[src/rtl/dpd_pkg.sv]
// Shared constants and types for the display power-down controller.
package dpd_pkg;
  // Register indices on the plain register port.
  localparam logic [1:0] DPD_OFS_MODE   = 2'h0;  // Power mode control.
  localparam logic [1:0] DPD_OFS_COUNT  = 2'h1;  // Power-down refresh count.
  localparam logic [1:0] DPD_OFS_RPL    = 2'h2;  // Refresh per line select.
  localparam logic [1:0] DPD_OFS_STATUS = 2'h3;  // Read-only state.
  // Field positions.
  localparam int DPD_BIT_SLEEP = 7;  // Sleep select in mode register.
  localparam int DPD_BIT_IDIV  = 6;  // Internal divide in mode register.
  localparam int DPD_BIT_GEN   = 7;  // General mode in count register.
  // Values after reset.
  localparam logic [7:0] DPD_RST_MODE  = 8'h00;
  localparam logic [7:0] DPD_RST_COUNT = 8'h00;
  localparam logic [1:0] DPD_RST_RPL   = 2'h1;
  // Cycle counts of the sequencing.
  localparam logic [2:0] DPD_DLY_LINES = 3'h4;  // Scan lines of entry or exit delay.
  localparam logic [1:0] DPD_DLY_REFS  = 2'h3;  // Refresh pulses after those lines.
  localparam logic [2:0] DPD_DIV_LAST  = 3'h7;  // Divide by eight, last phase.
  localparam logic [7:0] DPD_CNT_BIAS  = 8'h05;  // Offset added back to the count.
  localparam logic [1:0] DPD_RPL_TWO   = 2'h3;  // Two refreshes per line.
  // Controller states, one-hot.
  typedef enum logic [6:0] {
    DPD_NORMAL  = 7'h01,
    DPD_SL_ENTR = 7'h02,
    DPD_SLEEP   = 7'h04,
    DPD_SL_EXIT = 7'h08,
    DPD_IDLE    = 7'h10,
    DPD_GEN_EXT = 7'h20,
    DPD_GEN_INT = 7'h40
  } dpd_state_t;
  // Memory control pins that are forced during sleep.
  typedef struct packed {
    logic       oe_low;   // Output enable, low byte pair.
    logic       oe_high;  // Output enable, high byte pair.
    logic [3:0] we;       // Write enables.
    logic [8:0] addr;     // Memory address lines.
  } dpd_mem_ctl_t;
endpackage : dpd_pkg

[src/rtl/dpd_power_down_control.sv]
// Power-down mode controller: sleep, display idle and the two general modes.
//
// Operation
// RL1: Software sets sleep select before sleep.
// RL2: Sleep refuses all host I/O and memory.
// RL3: Sleep stops clocks after four lines, three refreshes.
// RL4: Sleep: DAC off, only CBR refresh per pulse.
// RL5: Outside keeps video clock at least 8 KHz.
// RL6: Manager slows clocks only after entry delay.
// RL7: Sleep drives enables and address lines high.
// RL8: Manager restores clocks before releasing request.
// RL9: Sleep exit resumes after four lines, three refreshes.
// RL10: Host reloads palette and dithering table after.
// RL11: Idle chosen by both mode bits zero.
// RL12: Idle divides clocks by eight, display off.
// RL13: Idle uses CBR refresh, no arbitration.
// RL14: Idle allows I/O, rejects display memory.
// RL15: Request high ends idle; clocks stay full.
// RL16: External general mode needs preloaded refresh count.
// RL17: General modes time refresh from count register.
// RL18: General plus divide bit divides by eight.
// RL19: General modes: display off, host access allowed.
// RL20: Manager restores clocks before leaving external general.
// RL21: Request high restores full clocks in general.
// RL22: Count equals period over character clock minus five.
// RL23: Select 01 one refresh, 11 two.
// RL24: Sleep select wins over other mode bits.
// RL25: Request pin is synchronised before use.
//
// The implementer's own choices: the strobed register port and the register addresses.
`timescale 1ns/1ps
module dpd_power_down_control
  import dpd_pkg::*;
(
  input  wire logic         core_clk_i,              // Core clock, 100 MHz.
  input  wire logic         resetn_i,                // Asynchronous reset, active low.
  input  wire logic         power_down_request_n_i,  // Pin from the power manager.
  input  wire logic         refresh_i,               // Refresh pulse pin.
  input  wire logic         line_end_i,              // One pulse per scan line.
  input  wire dpd_mem_ctl_t mem_normal_i,            // Memory pins in normal use.
  input  wire logic [1:0]   reg_addr_i,              // Register index.
  input  wire logic [7:0]   reg_wdata_i,             // Register write data.
  input  wire logic         reg_wr_i,                // Write strobe.
  input  wire logic         reg_rd_i,                // Read strobe.
  output logic [7:0]        reg_rdata_o,             // Read data, one cycle later.
  output dpd_mem_ctl_t      mem_ctl_o,               // Memory pins as driven.
  output logic              int_clk_en_o,            // Internal clock enable.
  output logic              display_on_o,            // Display and panel on.
  output logic              dac_on_o,                // Palette and DAC on.
  output logic              arbitration_en_o,        // Host/display/refresh arbitration.
  output logic              refresh_src_count_o,     // Refresh timed by the count.
  output logic              cbr_refresh_cycle_o,     // One CBR refresh cycle.
  output logic              count_refresh_o,         // Count timer refresh request.
  output logic [1:0]        refresh_burst_o,         // Refreshes per count request.
  output logic              host_io_allow_o,         // Host may reach I/O registers.
  output logic              host_mem_allow_o         // Host may reach display memory.
);

  // Software-visible registers.
  logic [7:0] power_mode_control_reg;   // Sleep select and divide bit.
  logic [7:0] powerdown_refresh_count;  // General bit and refresh count.
  logic [1:0] refresh_per_line_select;  // Refreshes per line.
  // Synchronisers and filtered levels of the two pins.
  logic [2:0] req_sync;   // Request pin stages.
  logic [2:0] ref_sync;   // Refresh pin stages.
  logic       req_low;    // Filtered request, high means power down asked.
  logic       ref_lvl;    // Filtered refresh level.
  logic       ref_lvl_q;  // Refresh level one cycle late.
  logic       ref_edge;   // Rising edge of the refresh pin.
  // Sequencing state.
  dpd_state_t st;              // Current mode.
  dpd_state_t next_st;         // Mode after this edge.
  logic [2:0] dly_lines;       // Lines seen in the entry or exit delay.
  logic [1:0] dly_refs;        // Refresh pulses seen after the lines.
  logic       dly_done;        // Entry or exit delay complete.
  logic [2:0] div_cnt;         // Divide-by-eight phase.
  logic [2:0] chr_cnt;         // Internal clocks within a character.
  logic [7:0] rfc_cnt;         // Characters since the last count refresh.
  logic       int_tick;        // Internal clock enable this cycle.
  logic       chr_tick;        // End of one character clock.
  logic       in_sleep;        // Any sleep state.
  logic       in_general;      // Either general state.
  // Register writes; only the strobe and index steer them.
  always_ff @(posedge core_clk_i or negedge resetn_i) begin
    if (!resetn_i) begin
      power_mode_control_reg  <= DPD_RST_MODE;
      powerdown_refresh_count <= DPD_RST_COUNT;
      refresh_per_line_select <= DPD_RST_RPL;
    end else if (reg_wr_i) begin
      unique case (reg_addr_i)
        DPD_OFS_MODE:  power_mode_control_reg  <= reg_wdata_i;
        DPD_OFS_COUNT: powerdown_refresh_count <= reg_wdata_i;
        DPD_OFS_RPL:   refresh_per_line_select <= reg_wdata_i[1:0];
        default: begin
          // The status index is read only; writes to it are dropped.
        end
      endcase
    end
  end

  // Read data stands in the cycle after the strobe and only there.
  always_ff @(posedge core_clk_i or negedge resetn_i) begin
    if (!resetn_i) begin
      reg_rdata_o <= 8'h00;
    end else if (reg_rd_i) begin
      unique case (reg_addr_i)
        DPD_OFS_MODE:   reg_rdata_o <= power_mode_control_reg;
        DPD_OFS_COUNT:  reg_rdata_o <= powerdown_refresh_count;
        DPD_OFS_RPL:    reg_rdata_o <= {6'h00, refresh_per_line_select};
        DPD_OFS_STATUS: reg_rdata_o <= {req_low, st};
      endcase
    end else begin
      reg_rdata_o <= 8'h00;
    end
  end

  // Three-stage pin capture; a level counts once the last two stages agree.
  // The first stage feeds only the second, so metastability stays contained.
  always_ff @(posedge core_clk_i or negedge resetn_i) begin
    if (!resetn_i) begin
      req_sync  <= 3'h7;
      ref_sync  <= 3'h0;
      req_low   <= 1'b0;
      ref_lvl   <= 1'b0;
      ref_lvl_q <= 1'b0;
    end else begin
      req_sync <= {req_sync[1:0], power_down_request_n_i};  // RL25
      ref_sync <= {ref_sync[1:0], refresh_i};
      // A glitch seen by one stage only is ignored.
      if (req_sync[1] == req_sync[2]) begin
        req_low <= ~req_sync[2];  // RL25
      end
      if (ref_sync[1] == ref_sync[2]) begin
        ref_lvl <= ref_sync[2];
      end
      ref_lvl_q <= ref_lvl;
    end
  end

  assign ref_edge = ref_lvl & ~ref_lvl_q;
  // Delay of four lines followed by three refresh pulses, used on entry and exit.
  assign dly_done = (dly_lines == DPD_DLY_LINES) && (dly_refs == DPD_DLY_REFS);
  // Mode selection; the sleep bit is tested first so it overrides the rest.
  always_comb begin
    next_st = st;
    unique case (st)
      DPD_NORMAL: begin
        if (req_low) begin
          if (power_mode_control_reg[DPD_BIT_SLEEP]) begin
            next_st = DPD_SL_ENTR;  // RL24
          end else if (!powerdown_refresh_count[DPD_BIT_GEN]) begin
            next_st = DPD_IDLE;
          end else if (power_mode_control_reg[DPD_BIT_IDIV]) begin
            next_st = DPD_GEN_INT;  // RL18
          end else begin
            next_st = DPD_GEN_EXT;
          end
        end
      end
      DPD_SL_ENTR: begin
        // Clocks stop only when the full delay has run.
        if (dly_done) begin
          next_st = DPD_SLEEP;  // RL3
        end
      end
      DPD_SLEEP: begin
        if (!req_low) begin
          next_st = DPD_SL_EXIT;
        end
      end
      DPD_SL_EXIT: begin
        if (dly_done) begin
          next_st = DPD_NORMAL;  // RL9
        end
      end
      DPD_IDLE, DPD_GEN_EXT, DPD_GEN_INT: begin
        // Idle and general modes end as soon as the request rises.
        if (!req_low) begin
          next_st = DPD_NORMAL;  // RL15 RL21
        end
      end
    endcase
  end

  // State register.
  always_ff @(posedge core_clk_i or negedge resetn_i) begin
    if (!resetn_i) begin
      st <= DPD_NORMAL;
    end else begin
      st <= next_st;
    end
  end

  // Delay counters; they restart whenever a delay state is entered.
  // Line pulses are counted on the core clock while internal clocks still run at full rate.
  always_ff @(posedge core_clk_i or negedge resetn_i) begin
    if (!resetn_i) begin
      dly_lines <= 3'h0;
      dly_refs  <= 2'h0;
    end else if ((st != DPD_SL_ENTR) && (st != DPD_SL_EXIT)) begin
      dly_lines <= 3'h0;
      dly_refs  <= 2'h0;
    end else if (dly_lines != DPD_DLY_LINES) begin
      if (line_end_i) begin
        dly_lines <= dly_lines + 3'h1;  // RL3 RL9
      end
    end else if (ref_edge && (dly_refs != DPD_DLY_REFS)) begin
      dly_refs <= dly_refs + 2'h1;  // RL3 RL9
    end
  end

  assign in_sleep   = (st == DPD_SL_ENTR) || (st == DPD_SLEEP) || (st == DPD_SL_EXIT);
  assign in_general = (st == DPD_GEN_EXT) || (st == DPD_GEN_INT);
  // Divide-by-eight phase for idle and internal general mode.
  always_ff @(posedge core_clk_i or negedge resetn_i) begin
    if (!resetn_i) begin
      div_cnt <= 3'h0;
    end else if ((st == DPD_IDLE) || (st == DPD_GEN_INT)) begin
      div_cnt <= div_cnt + 3'h1;  // RL12 RL18
    end else begin
      div_cnt <= 3'h0;
    end
  end

  // Internal clocks run fully, one in eight, or not at all in deep sleep.
  always_comb begin
    if (st == DPD_SLEEP) begin
      int_tick = 1'b0;  // RL3
    end else if ((st == DPD_IDLE) || (st == DPD_GEN_INT)) begin
      int_tick = (div_cnt == DPD_DIV_LAST);  // RL12 RL18
    end else begin
      int_tick = 1'b1;  // RL21
    end
  end

  assign chr_tick = int_tick && (chr_cnt == DPD_DIV_LAST);
  // Count-based refresh timer: a request every count plus five characters.
  // The bias restores the offset that software subtracted from the period.
  always_ff @(posedge core_clk_i or negedge resetn_i) begin
    if (!resetn_i) begin
      chr_cnt         <= 3'h0;
      rfc_cnt         <= 8'h00;
      count_refresh_o <= 1'b0;
    end else if (!in_general) begin
      chr_cnt         <= 3'h0;
      rfc_cnt         <= 8'h00;
      count_refresh_o <= 1'b0;
    end else begin
      count_refresh_o <= 1'b0;
      if (int_tick) begin
        chr_cnt <= chr_cnt + 3'h1;
      end
      if (chr_tick) begin
        if (rfc_cnt >= ({1'b0, powerdown_refresh_count[6:0]} + DPD_CNT_BIAS - 8'h01)) begin
          rfc_cnt         <= 8'h00;
          count_refresh_o <= 1'b1;  // RL17 RL22
        end else begin
          rfc_cnt <= rfc_cnt + 8'h01;
        end
      end
    end
  end

  // Refresh cycles per request; undefined codes fall back to one.
  always_ff @(posedge core_clk_i or negedge resetn_i) begin
    if (!resetn_i) begin
      refresh_burst_o <= 2'h1;
    end else if (refresh_per_line_select == DPD_RPL_TWO) begin
      refresh_burst_o <= 2'h2;  // RL23
    end else begin
      refresh_burst_o <= 2'h1;  // RL23
    end
  end

  // CBR refresh cycles follow the refresh pin in sleep and idle.
  always_ff @(posedge core_clk_i or negedge resetn_i) begin
    if (!resetn_i) begin
      cbr_refresh_cycle_o <= 1'b0;
    end else begin
      cbr_refresh_cycle_o <= ref_edge && (in_sleep || (st == DPD_IDLE));  // RL4 RL13
    end
  end

  // Memory pins are held high in sleep; the data bus is left to the owner.
  always_ff @(posedge core_clk_i or negedge resetn_i) begin
    if (!resetn_i) begin
      mem_ctl_o <= '1;
    end else if (st == DPD_SLEEP) begin
      mem_ctl_o <= '1;  // RL7
    end else begin
      mem_ctl_o <= mem_normal_i;
    end
  end

  // Unit enables; the display shows only in normal operation.
  assign display_on_o        = (st == DPD_NORMAL);  // RL12 RL19
  assign dac_on_o            = (st == DPD_NORMAL);  // RL4
  assign arbitration_en_o    = (st != DPD_IDLE) && (st != DPD_SLEEP);  // RL13
  assign refresh_src_count_o = in_general;  // RL17
  assign int_clk_en_o        = int_tick;
  // Sleep locks the host out from the cycle after the request is seen.
  assign host_io_allow_o     = !in_sleep;  // RL2 RL14 RL19
  assign host_mem_allow_o    = !in_sleep && (st != DPD_IDLE);  // RL2 RL14 RL19

  // The lockout is judged from the request itself, so a broken state chain shows up.
  AST_SLEEP_LOCKOUT: assert property (@(posedge core_clk_i) disable iff (!resetn_i)  // RL2
    (st == DPD_NORMAL) && req_low && power_mode_control_reg[DPD_BIT_SLEEP] |=>
      !host_io_allow_o && !host_mem_allow_o)
    else $error("Host access allowed during sleep.");
  AST_SLEEP_DELAY: assert property (@(posedge core_clk_i) disable iff (!resetn_i)  // RL3
    (st == DPD_SL_ENTR) ##1 (st == DPD_SLEEP) |->
      ($past(dly_lines) == 3'h4) && ($past(dly_refs) == 2'h3) && !int_clk_en_o)
    else $error("Clocks stopped before the entry delay ran.");
  AST_CBR_PULSE: assert property (@(posedge core_clk_i) disable iff (!resetn_i)  // RL4
    ref_edge && (st == DPD_SLEEP) |=> cbr_refresh_cycle_o && !dac_on_o)
    else $error("Refresh pulse gave no CBR cycle in sleep.");
  AST_SLEEP_PINS: assert property (@(posedge core_clk_i) disable iff (!resetn_i)  // RL7
    (st == DPD_SLEEP) ##1 (st == DPD_SLEEP) |-> (mem_ctl_o == 15'h7FFF))
    else $error("Memory pins not high in sleep.");
  AST_EXIT_DELAY: assert property (@(posedge core_clk_i) disable iff (!resetn_i)  // RL9
    (st == DPD_SL_EXIT) ##1 (st == DPD_NORMAL) |-> ($past(dly_refs) == 2'h3))
    else $error("Sleep exit ended early.");
  AST_IDLE_DIVIDE: assert property (@(posedge core_clk_i) disable iff (!resetn_i)  // RL12
    (st == DPD_IDLE) && int_clk_en_o ##1 (st == DPD_IDLE) [*7] |->
      !$past(int_clk_en_o) && !display_on_o)
    else $error("Idle clock not divided by eight.");
  AST_IDLE_ACCESS: assert property (@(posedge core_clk_i) disable iff (!resetn_i)  // RL14
    (st == DPD_IDLE) |-> host_io_allow_o && !host_mem_allow_o && !arbitration_en_o)
    else $error("Idle access gating wrong.");
  AST_GENERAL: assert property (@(posedge core_clk_i) disable iff (!resetn_i)  // RL19
    in_general |-> host_io_allow_o && host_mem_allow_o && !display_on_o && refresh_src_count_o)
    else $error("General mode gating wrong.");
  AST_SLEEP_FIRST: assert property (@(posedge core_clk_i) disable iff (!resetn_i)  // RL24
    (st == DPD_NORMAL) && req_low && power_mode_control_reg[7] |=> (st == DPD_SL_ENTR))
    else $error("Sleep select did not take priority.");
  AST_GEN_RELEASE: assert property (@(posedge core_clk_i) disable iff (!resetn_i)  // RL21
    (st == DPD_GEN_INT) && !req_low |=> (st == DPD_NORMAL) && int_clk_en_o)
    else $error("General mode did not restore full clocks.");

endmodule : dpd_power_down_control

[config.mk]
export PLATFORM = sky130hd
export DESIGN_NAME = dpd_power_down_control
export DESIGN_NICKNAME = d
export VERILOG_FILES = /design/src/rtl/dpd_pkg.sv /design/src/rtl/dpd_power_down_control.sv
export SDC_FILE = /design/constraint.sdc
export NUM_CORES = 1
export LEC_CHECK = 0
export BUFFER_PORTS_ARGS = -buffer_cell sky130_fd_sc_hd__buf_2
export CORE_ASPECT_RATIO = 1.4
export CORE_MARGIN = 2
export CORE_UTILIZATION = 50
export CTS_CLUSTER_DIAMETER = 60
export DETAILED_ROUTE_END_ITERATION = 8
export HOLD_SLACK_MARGIN = 0.03
export PLACE_DENSITY_LB_ADDON = 0.3
export REMOVE_ABC_BUFFERS = 1
export SLEW_MARGIN = 0
export SYNTH_ARGS = -nofsm -noshare
export SYNTH_HDL_FRONTEND = slang
export SYNTH_SLANG_ARGS = --single-unit
[constraint.sdc]
create_clock -name core_clk_i -period 2.39 [get_ports core_clk_i]
set_clock_uncertainty 0.1 [all_clocks]
set_input_delay 0.478 -clock core_clk_i [delete_from_list [all_inputs] [get_ports core_clk_i]]
set_output_delay 0.478 -clock core_clk_i [all_outputs]
set_load 0.05 [all_outputs]
==> results_dict.tcl, run 1 <==
set metrics [dict create \
    slowest_stage "dfrtp_2" \
    min_period_ns 2.332 \
    synth_edf_count 0 \
    end_kind "output pin" \
    vias_per_cell 5.385 \
    synthFlopType "dfrtp_1" \
    grt_use_met3_pct 3.872 \
    ys_types 51 \
    port_buffers 65 \
    hpwl_um 5418 \
    yosys_warnings 0 \
    pwr-share-comb_pct 40.1 \
    multi_input_area_mm2 0.001687 \
    via_count 2768 \
    cts-root-buf "clkbuf_8" \
    use_met1_pct 22.73 \
    gp_congestion 0.8334 \
    grt_overflow_total 0 \
    routed_wl_um 7786 \
    worstHoldPathCells 1 \
    p_switching_uw 1867 \
    n_antenna_cell 0 \
    syn_area_per_cell_um2 11.68 \
    peakVddDrop_uv 564.9 \
    clock_path_buffers 2 \
    post-route-drc-count 0 \
    areaGrowthSynthToFinish_pct 23.04 \
    synth_async_sr_flop_share_pct 100.0 \
    startpoint_type "flip-flop" \
    die_w_um 77.64 \
    crit_fanout 7 \
    fillers 615 \
    status "complete, no violations" \
    rr_startpoint "powerdown_refresh_count[2]" \
    max_clock_freq_ghz 0.4287 \
    num_rows 37 \
    swShare_pct 38.81 \
    critPathArrivalTime_ns 1.75 \
    ys_seq_area_share_pct 53.43 \
    ant_nets 0 \
    largest_reg_flops 15 \
    grt_antenna_before_repair 0 \
    r2r_cells 9 \
    path_clk_slew_ns 0.08 \
    ys_ff_latch 80 \
    startpoint "st[4]" \
    final_cells 514 \
    cts_buffers 9 \
    min_path_type "input port to flip-flop" \
    final_core_util_pct 63.45 \
    top_register "mem_ctl_o" \
    groute.usage.overall_pct 20.16 \
    grt_max_degree 43 \
    cts_max_level 3 \
    max_slew_margin_pct 67.51 \
    cts_tree "yes" \
    cp_common_cell "buf_4" \
    grt_pass1_wl_um 12910 \
    worstSkewPairLatency_ns 0.37 \
    worstMarginPinSlew_ns 0.4874 \
    syn_inst 325 \
    grt_pass1_vias 2734 \
    register_area_mm2 0.002036 \
    worstHoldStart "power_down_request_n_i" \
    drive_above_1_share_pct 42.69 \
    io_pins 66 \
    start_util_pct 51.57 \
    nNetsFinal 461 \
    setup_slack_ns 0.05760 \
    internal_power_uw 2945 \
    tns_ns 0 \
    power_density_mw_per_mm2 1030 \
    drv_slew 0 \
    drtPass1Iterations 4 \
    rsz0062_at_grt "yes" \
    power.static_leakage_uw 0.002213 \
    maxCapViolations 0 \
    fp.coreArea_mm2 0.007361 \
    fp.dieArea_mm2 0.008315 \
    critPathMaxStageDelay_ns 0.47 \
    first_iter_violations 151 \
    die_y_um 107.1 \
    dpl_worst_slack_ns 0.05827 \
    grt-busiest-layer "met2" \
    dp_cells 484 \
    wl_per_cell_um 15.15 \
    worstPathRequired_ns 1.81 \
    path_cells "buf_4 > nor4b_2 > o31ai_2 > buf_4" \
    finalSetupViolations 0 \
    hold_viol_final 0 \
    cts.sinks 80 \
    p_clk_share_pct 22.7 \
    synthesis.area_mm2 0.003796 \
    gr-usage-met2_pct 35.90 \
    p_seq_share_pct 37.2 \
    min_period_over_period_pct 97.59 \
    worstSetupPathType "flip-flop to output pin" \
]
layout by cell type (no fill, tap or decap), types with 7 or more instances in the layout:
master    count
nand2b_1     16
nor2b_1       9
o21ai_0      10
nand3_1      10
nand2_1      24
nor2_1       13
mux2_2       23
dfstp_2      21
clkbuf_8      9
buf_2        57
ha_1         17
buf_4        29
a21oi_1       9
inv_1        12
dfrtp_1      53
nor3_1        7
final timing paths:
| path | to | slack, ns |
|---|---|---|
| setup reg to reg | rfc_cnt[6] | 0.07 |
| hold / removal | req_sync[0] | 0.1 |
| max in group asynchronous | mem_ctl_o[9] | 1.04 |
| min in group asynchronous | ref_lvl_q | 0.50 |
| hold reg to reg | ref_sync[1] | 0.26 |
| setup / recovery | host_mem_allow_o | 0.06 |
power groups by stage:
stage	Clock (uW)	Sequential, uW	Combinational [uW]
finish	1090	1790	1930
global route	1180	1820	2080
CTS	1110	1790	1770
detailed placement	0	1810	1650
global placement	0	1800	1630
floorplan	0	2000	977
area by class of cell:
type | count | share of cell area [%]
Clock buffer | 9 | 2.652
Clock inverter | 7 | 2.036
Inverter | 14 | 1.125
Multi-Input combinational cell | 217 | 36.11
Sequential cell | 80 | 43.58
Tap cell | 97 | 2.598
Timing Repair Buffer | 90 | 11.89
cell usage after synthesis, types with 6 or more instances:
cell type	number	area share (%)
dfrtp_1	59	39
nor2_1	14	1.4
nand2b_1	16	2.6
nor2b_1	9	1.5
nand2_1	26	2.6
nand3_1	11	1.5
nor3_1	8	1.1
o21ai_0	12	1.6
dfstp_2	21	15
ha_1	17	5.6
mux2_2	23	6.8
inv_1	14	1.4
a22oi_1	6	1.2
clkbuf_1	6	0.59
a21oi_1	10	1.3
xor2_1	6	1.4
through the flow:
step / total power, uW / hold WS, ns / area, um^2
2_1_floorplan: 2979 / 0.08241 / 3716
3_3_place_gp: 3428 / 0.2341 / 4260
3_5_place_dp: 3460 / 0.2410 / 4260
4_1_cts: 4672 / 0.09487 / 4571
5_1_grt: 5067 / 0.09278 / 4671
6_report: 4812 / 0.09644 / 4671
per-layer routing:
metal | vias up | part of all wire, %
li1 | 1322 | -
met1 | 1378 | 39
met2 | 57 | 55
met3 | 11 | 3.6
met4 | 0 | 2.1
met5 | - | 0
what timing repair did:
action,in CTS,in global routing
gates resized for setup,15,17
pin swaps,3,4
setup buffers,5,8
endpoints found under the hold margin,33,0
setup endpoints to repair,7,12
hold buffers,1,0
critical path: cells and delay by family (launching register included):
family | cells | cell delay (ns)
flip-flops | 1 | 0.47
AND/OR/NAND/NOR | 1 | 0.35
AO/OA/AOI/OAI | 1 | 0.16
buffers and inverters | 2 | 0.40
kinds of logic (layout without fill, tap and decap cells):
kind of cell,Yosys count,after routing,synth area share [%]
simple gates,114,114,17.50
flops,80,80,53.43
compound gates,48,48,8.768
buf+inv,28,120,3.494
mux,27,27,8.636
fa+ha+maj,18,18,5.867
xor+xnor,10,10,2.307
(Power assumes the default switching activity.)
==> run 2, diff against run 1 <==
- CORE_UTILIZATION: 50 -> 46
==> results_dict.tcl, run 2 (same netlist as run 1, synthesis figures left out) <==
set metrics [dict create \
    status "complete, no violations" \
    wl_per_cell_um 15.03 \
    total_power_uw 4784 \
    cts-root-buf "clkbuf_16" \
    wirelength_met1_um 3261 \
    maxCapViolations 0 \
    grt_pass1_wl_um 12610 \
    first_iter_violations 146 \
    peakVddDrop_uv 574.4 \
    cts_tree "yes" \
    cts_buffers 9 \
    tns_ns 0 \
    vias_per_cell 5.246 \
    finalSetupViolations 0 \
    fillers 719 \
    final_common_cell "buf_2" \
    start_util_pct 46.86 \
    highest_layer "met4" \
    areaGrowthSynthToFinish_pct 22.94 \
    cts.sinks 80 \
    max_clock_freq_ghz 0.4286 \
    min_period_ns 2.333 \
    top_register "mem_ctl_o" \
    clock_path_buffers 2 \
    die_y_um 111.5 \
    worstSetupPathType "flip-flop to output pin" \
    layout_common_cells "buf_2 (61), dfrtp_1 (54), nand2_1 (24), mux2_2 (23)" \
    post-route-drc-count 0 \
    grt_overflow_total 0 \
    wl_met3_um 307 \
    path_clk_slew_ns 0.06 \
    drv_slew 0 \
    grt_antenna_before_repair 0 \
    wl_met2_um 3978 \
    worstSkewPairLatency_ns 0.33 \
    die_w_um 80.78 \
    design_area_mm2 0.004667 \
    via_count 2691 \
    cts_max_level 3 \
    port_buffers 65 \
    n_antenna_cell 0 \
    grt_pass1_vias 2639 \
    drtPass1Iterations 4 \
    min_path_type "input port to flip-flop" \
    end_kind "output pin" \
    worstMarginPinSlew_ns 0.4715 \
    power_density_mw_per_mm2 1025 \
    largest_reg_flops 15 \
    drive_above_1_share_pct 40.63 \
    hold_viol_final 0 \
    worstPathRequired_ns 1.81 \
    min_period_over_period_pct 97.62 \
    power.static_leakage_uw 0.002172 \
    critPathArrivalTime_ns 1.76 \
    fp.coreArea_mm2 0.008100 \
    num_rows 39 \
    routed_wl_um 7708 \
    groute.usage.overall_pct 18.33 \
    io_pins 66 \
    max_slew_margin_pct 68.57 \
    grt_max_degree 63 \
    hpwl_um 5340 \
    nNetsFinal 455 \
    startpoint_type "flip-flop" \
    fp.dieArea_mm2 0.009005 \
    crit_fanout 9 \
    place_area_mm2 0.004259 \
    whs_ns 0.1458 \
    ant_nets 0 \
    gp_congestion 0.7692 \
]
==> run 2: cell count changes in the layout (fill, tap and decap cells not counted), sizes merged <==
cell	change
buf	-6
bufinv	-2
clkinvlp	+1
clkbuf	+4
inv	-1
clkinv	-2
==> run 2: cell type report <==
cell class                      count  area, um^2  area share [%]
Clock buffer                       13       240.2           5.147
Clock inverter                      3       20.02          0.4290
Inverter                           14       52.55           1.126
Multi-Input combinational cell    217        1699           36.41
Sequential cell                    80        2034           43.59
Tap cell                          102       127.6           2.735
Timing Repair Buffer               84       493.0           10.56
==> run 2: worst max-delay path, cell delays in order (launching register included) <==
cell and delay [ns]:
dfrtp_2 0.49, nor4_4 0.39, nand2_2 0.15, and2_1 0.18
buf_2 0.21
==> run 2: power by group <==
| part | internal, uW | switching, uW | leakage [uW] |
|---|---|---|---|
| registers | 1590 | 222 | 0.000977 |
| clock network | 702 | 510 | 0.000120 |
| logic | 665 | 1090 | 0.00108 |
| total | 2960 | 1830 | 0.00217 |
==> run 2: metal layers <==
layer	track usage [%]	up-vias
li1	-	1307
met1	22.69	1316
met2	29.94	57
met3	4.862	11
met4	7.797	0
met5	0	-
==> run 2: repair_timing <==
action                                 CTS  global route
hold buffers                             1             0
resized for setup                        9            15
pin swaps                                4             4
setup buffers                            1             7
endpoints found under the hold margin   15             0
setup endpoints to repair                5             8
cloned                                   0             0
==> run 2: through the flow <==
step,setup WS [ns],cells,utilization (%)
final,0.05700,513,57.62
after global routing,-0.02129,513,57.62
after CTS,0.01138,506,56.24
after detailed placement,0.01577,488,52.58
after global placement,0.09589,488,52.58
after floorplan,0.04284,311,-
==> run 2: worst paths after layout <==
check / start / endpoint / slack [ns] / cells after the start
setup / recovery: st[6] / host_io_allow_o / 0.06 / 4
hold / removal: power_down_request_n_i / req_sync[0] / 0.15 / 1
setup reg to reg: powerdown_refresh_count[2] / rfc_cnt[6] / 0.09 / 9
hold reg to reg: req_sync[0] / req_sync[1] / 0.25 / 0
max in group asynchronous: resetn_i / mem_ctl_o[7] / 1.09 / 3
min in group asynchronous: resetn_i / ref_sync[0] / 0.46 / 2
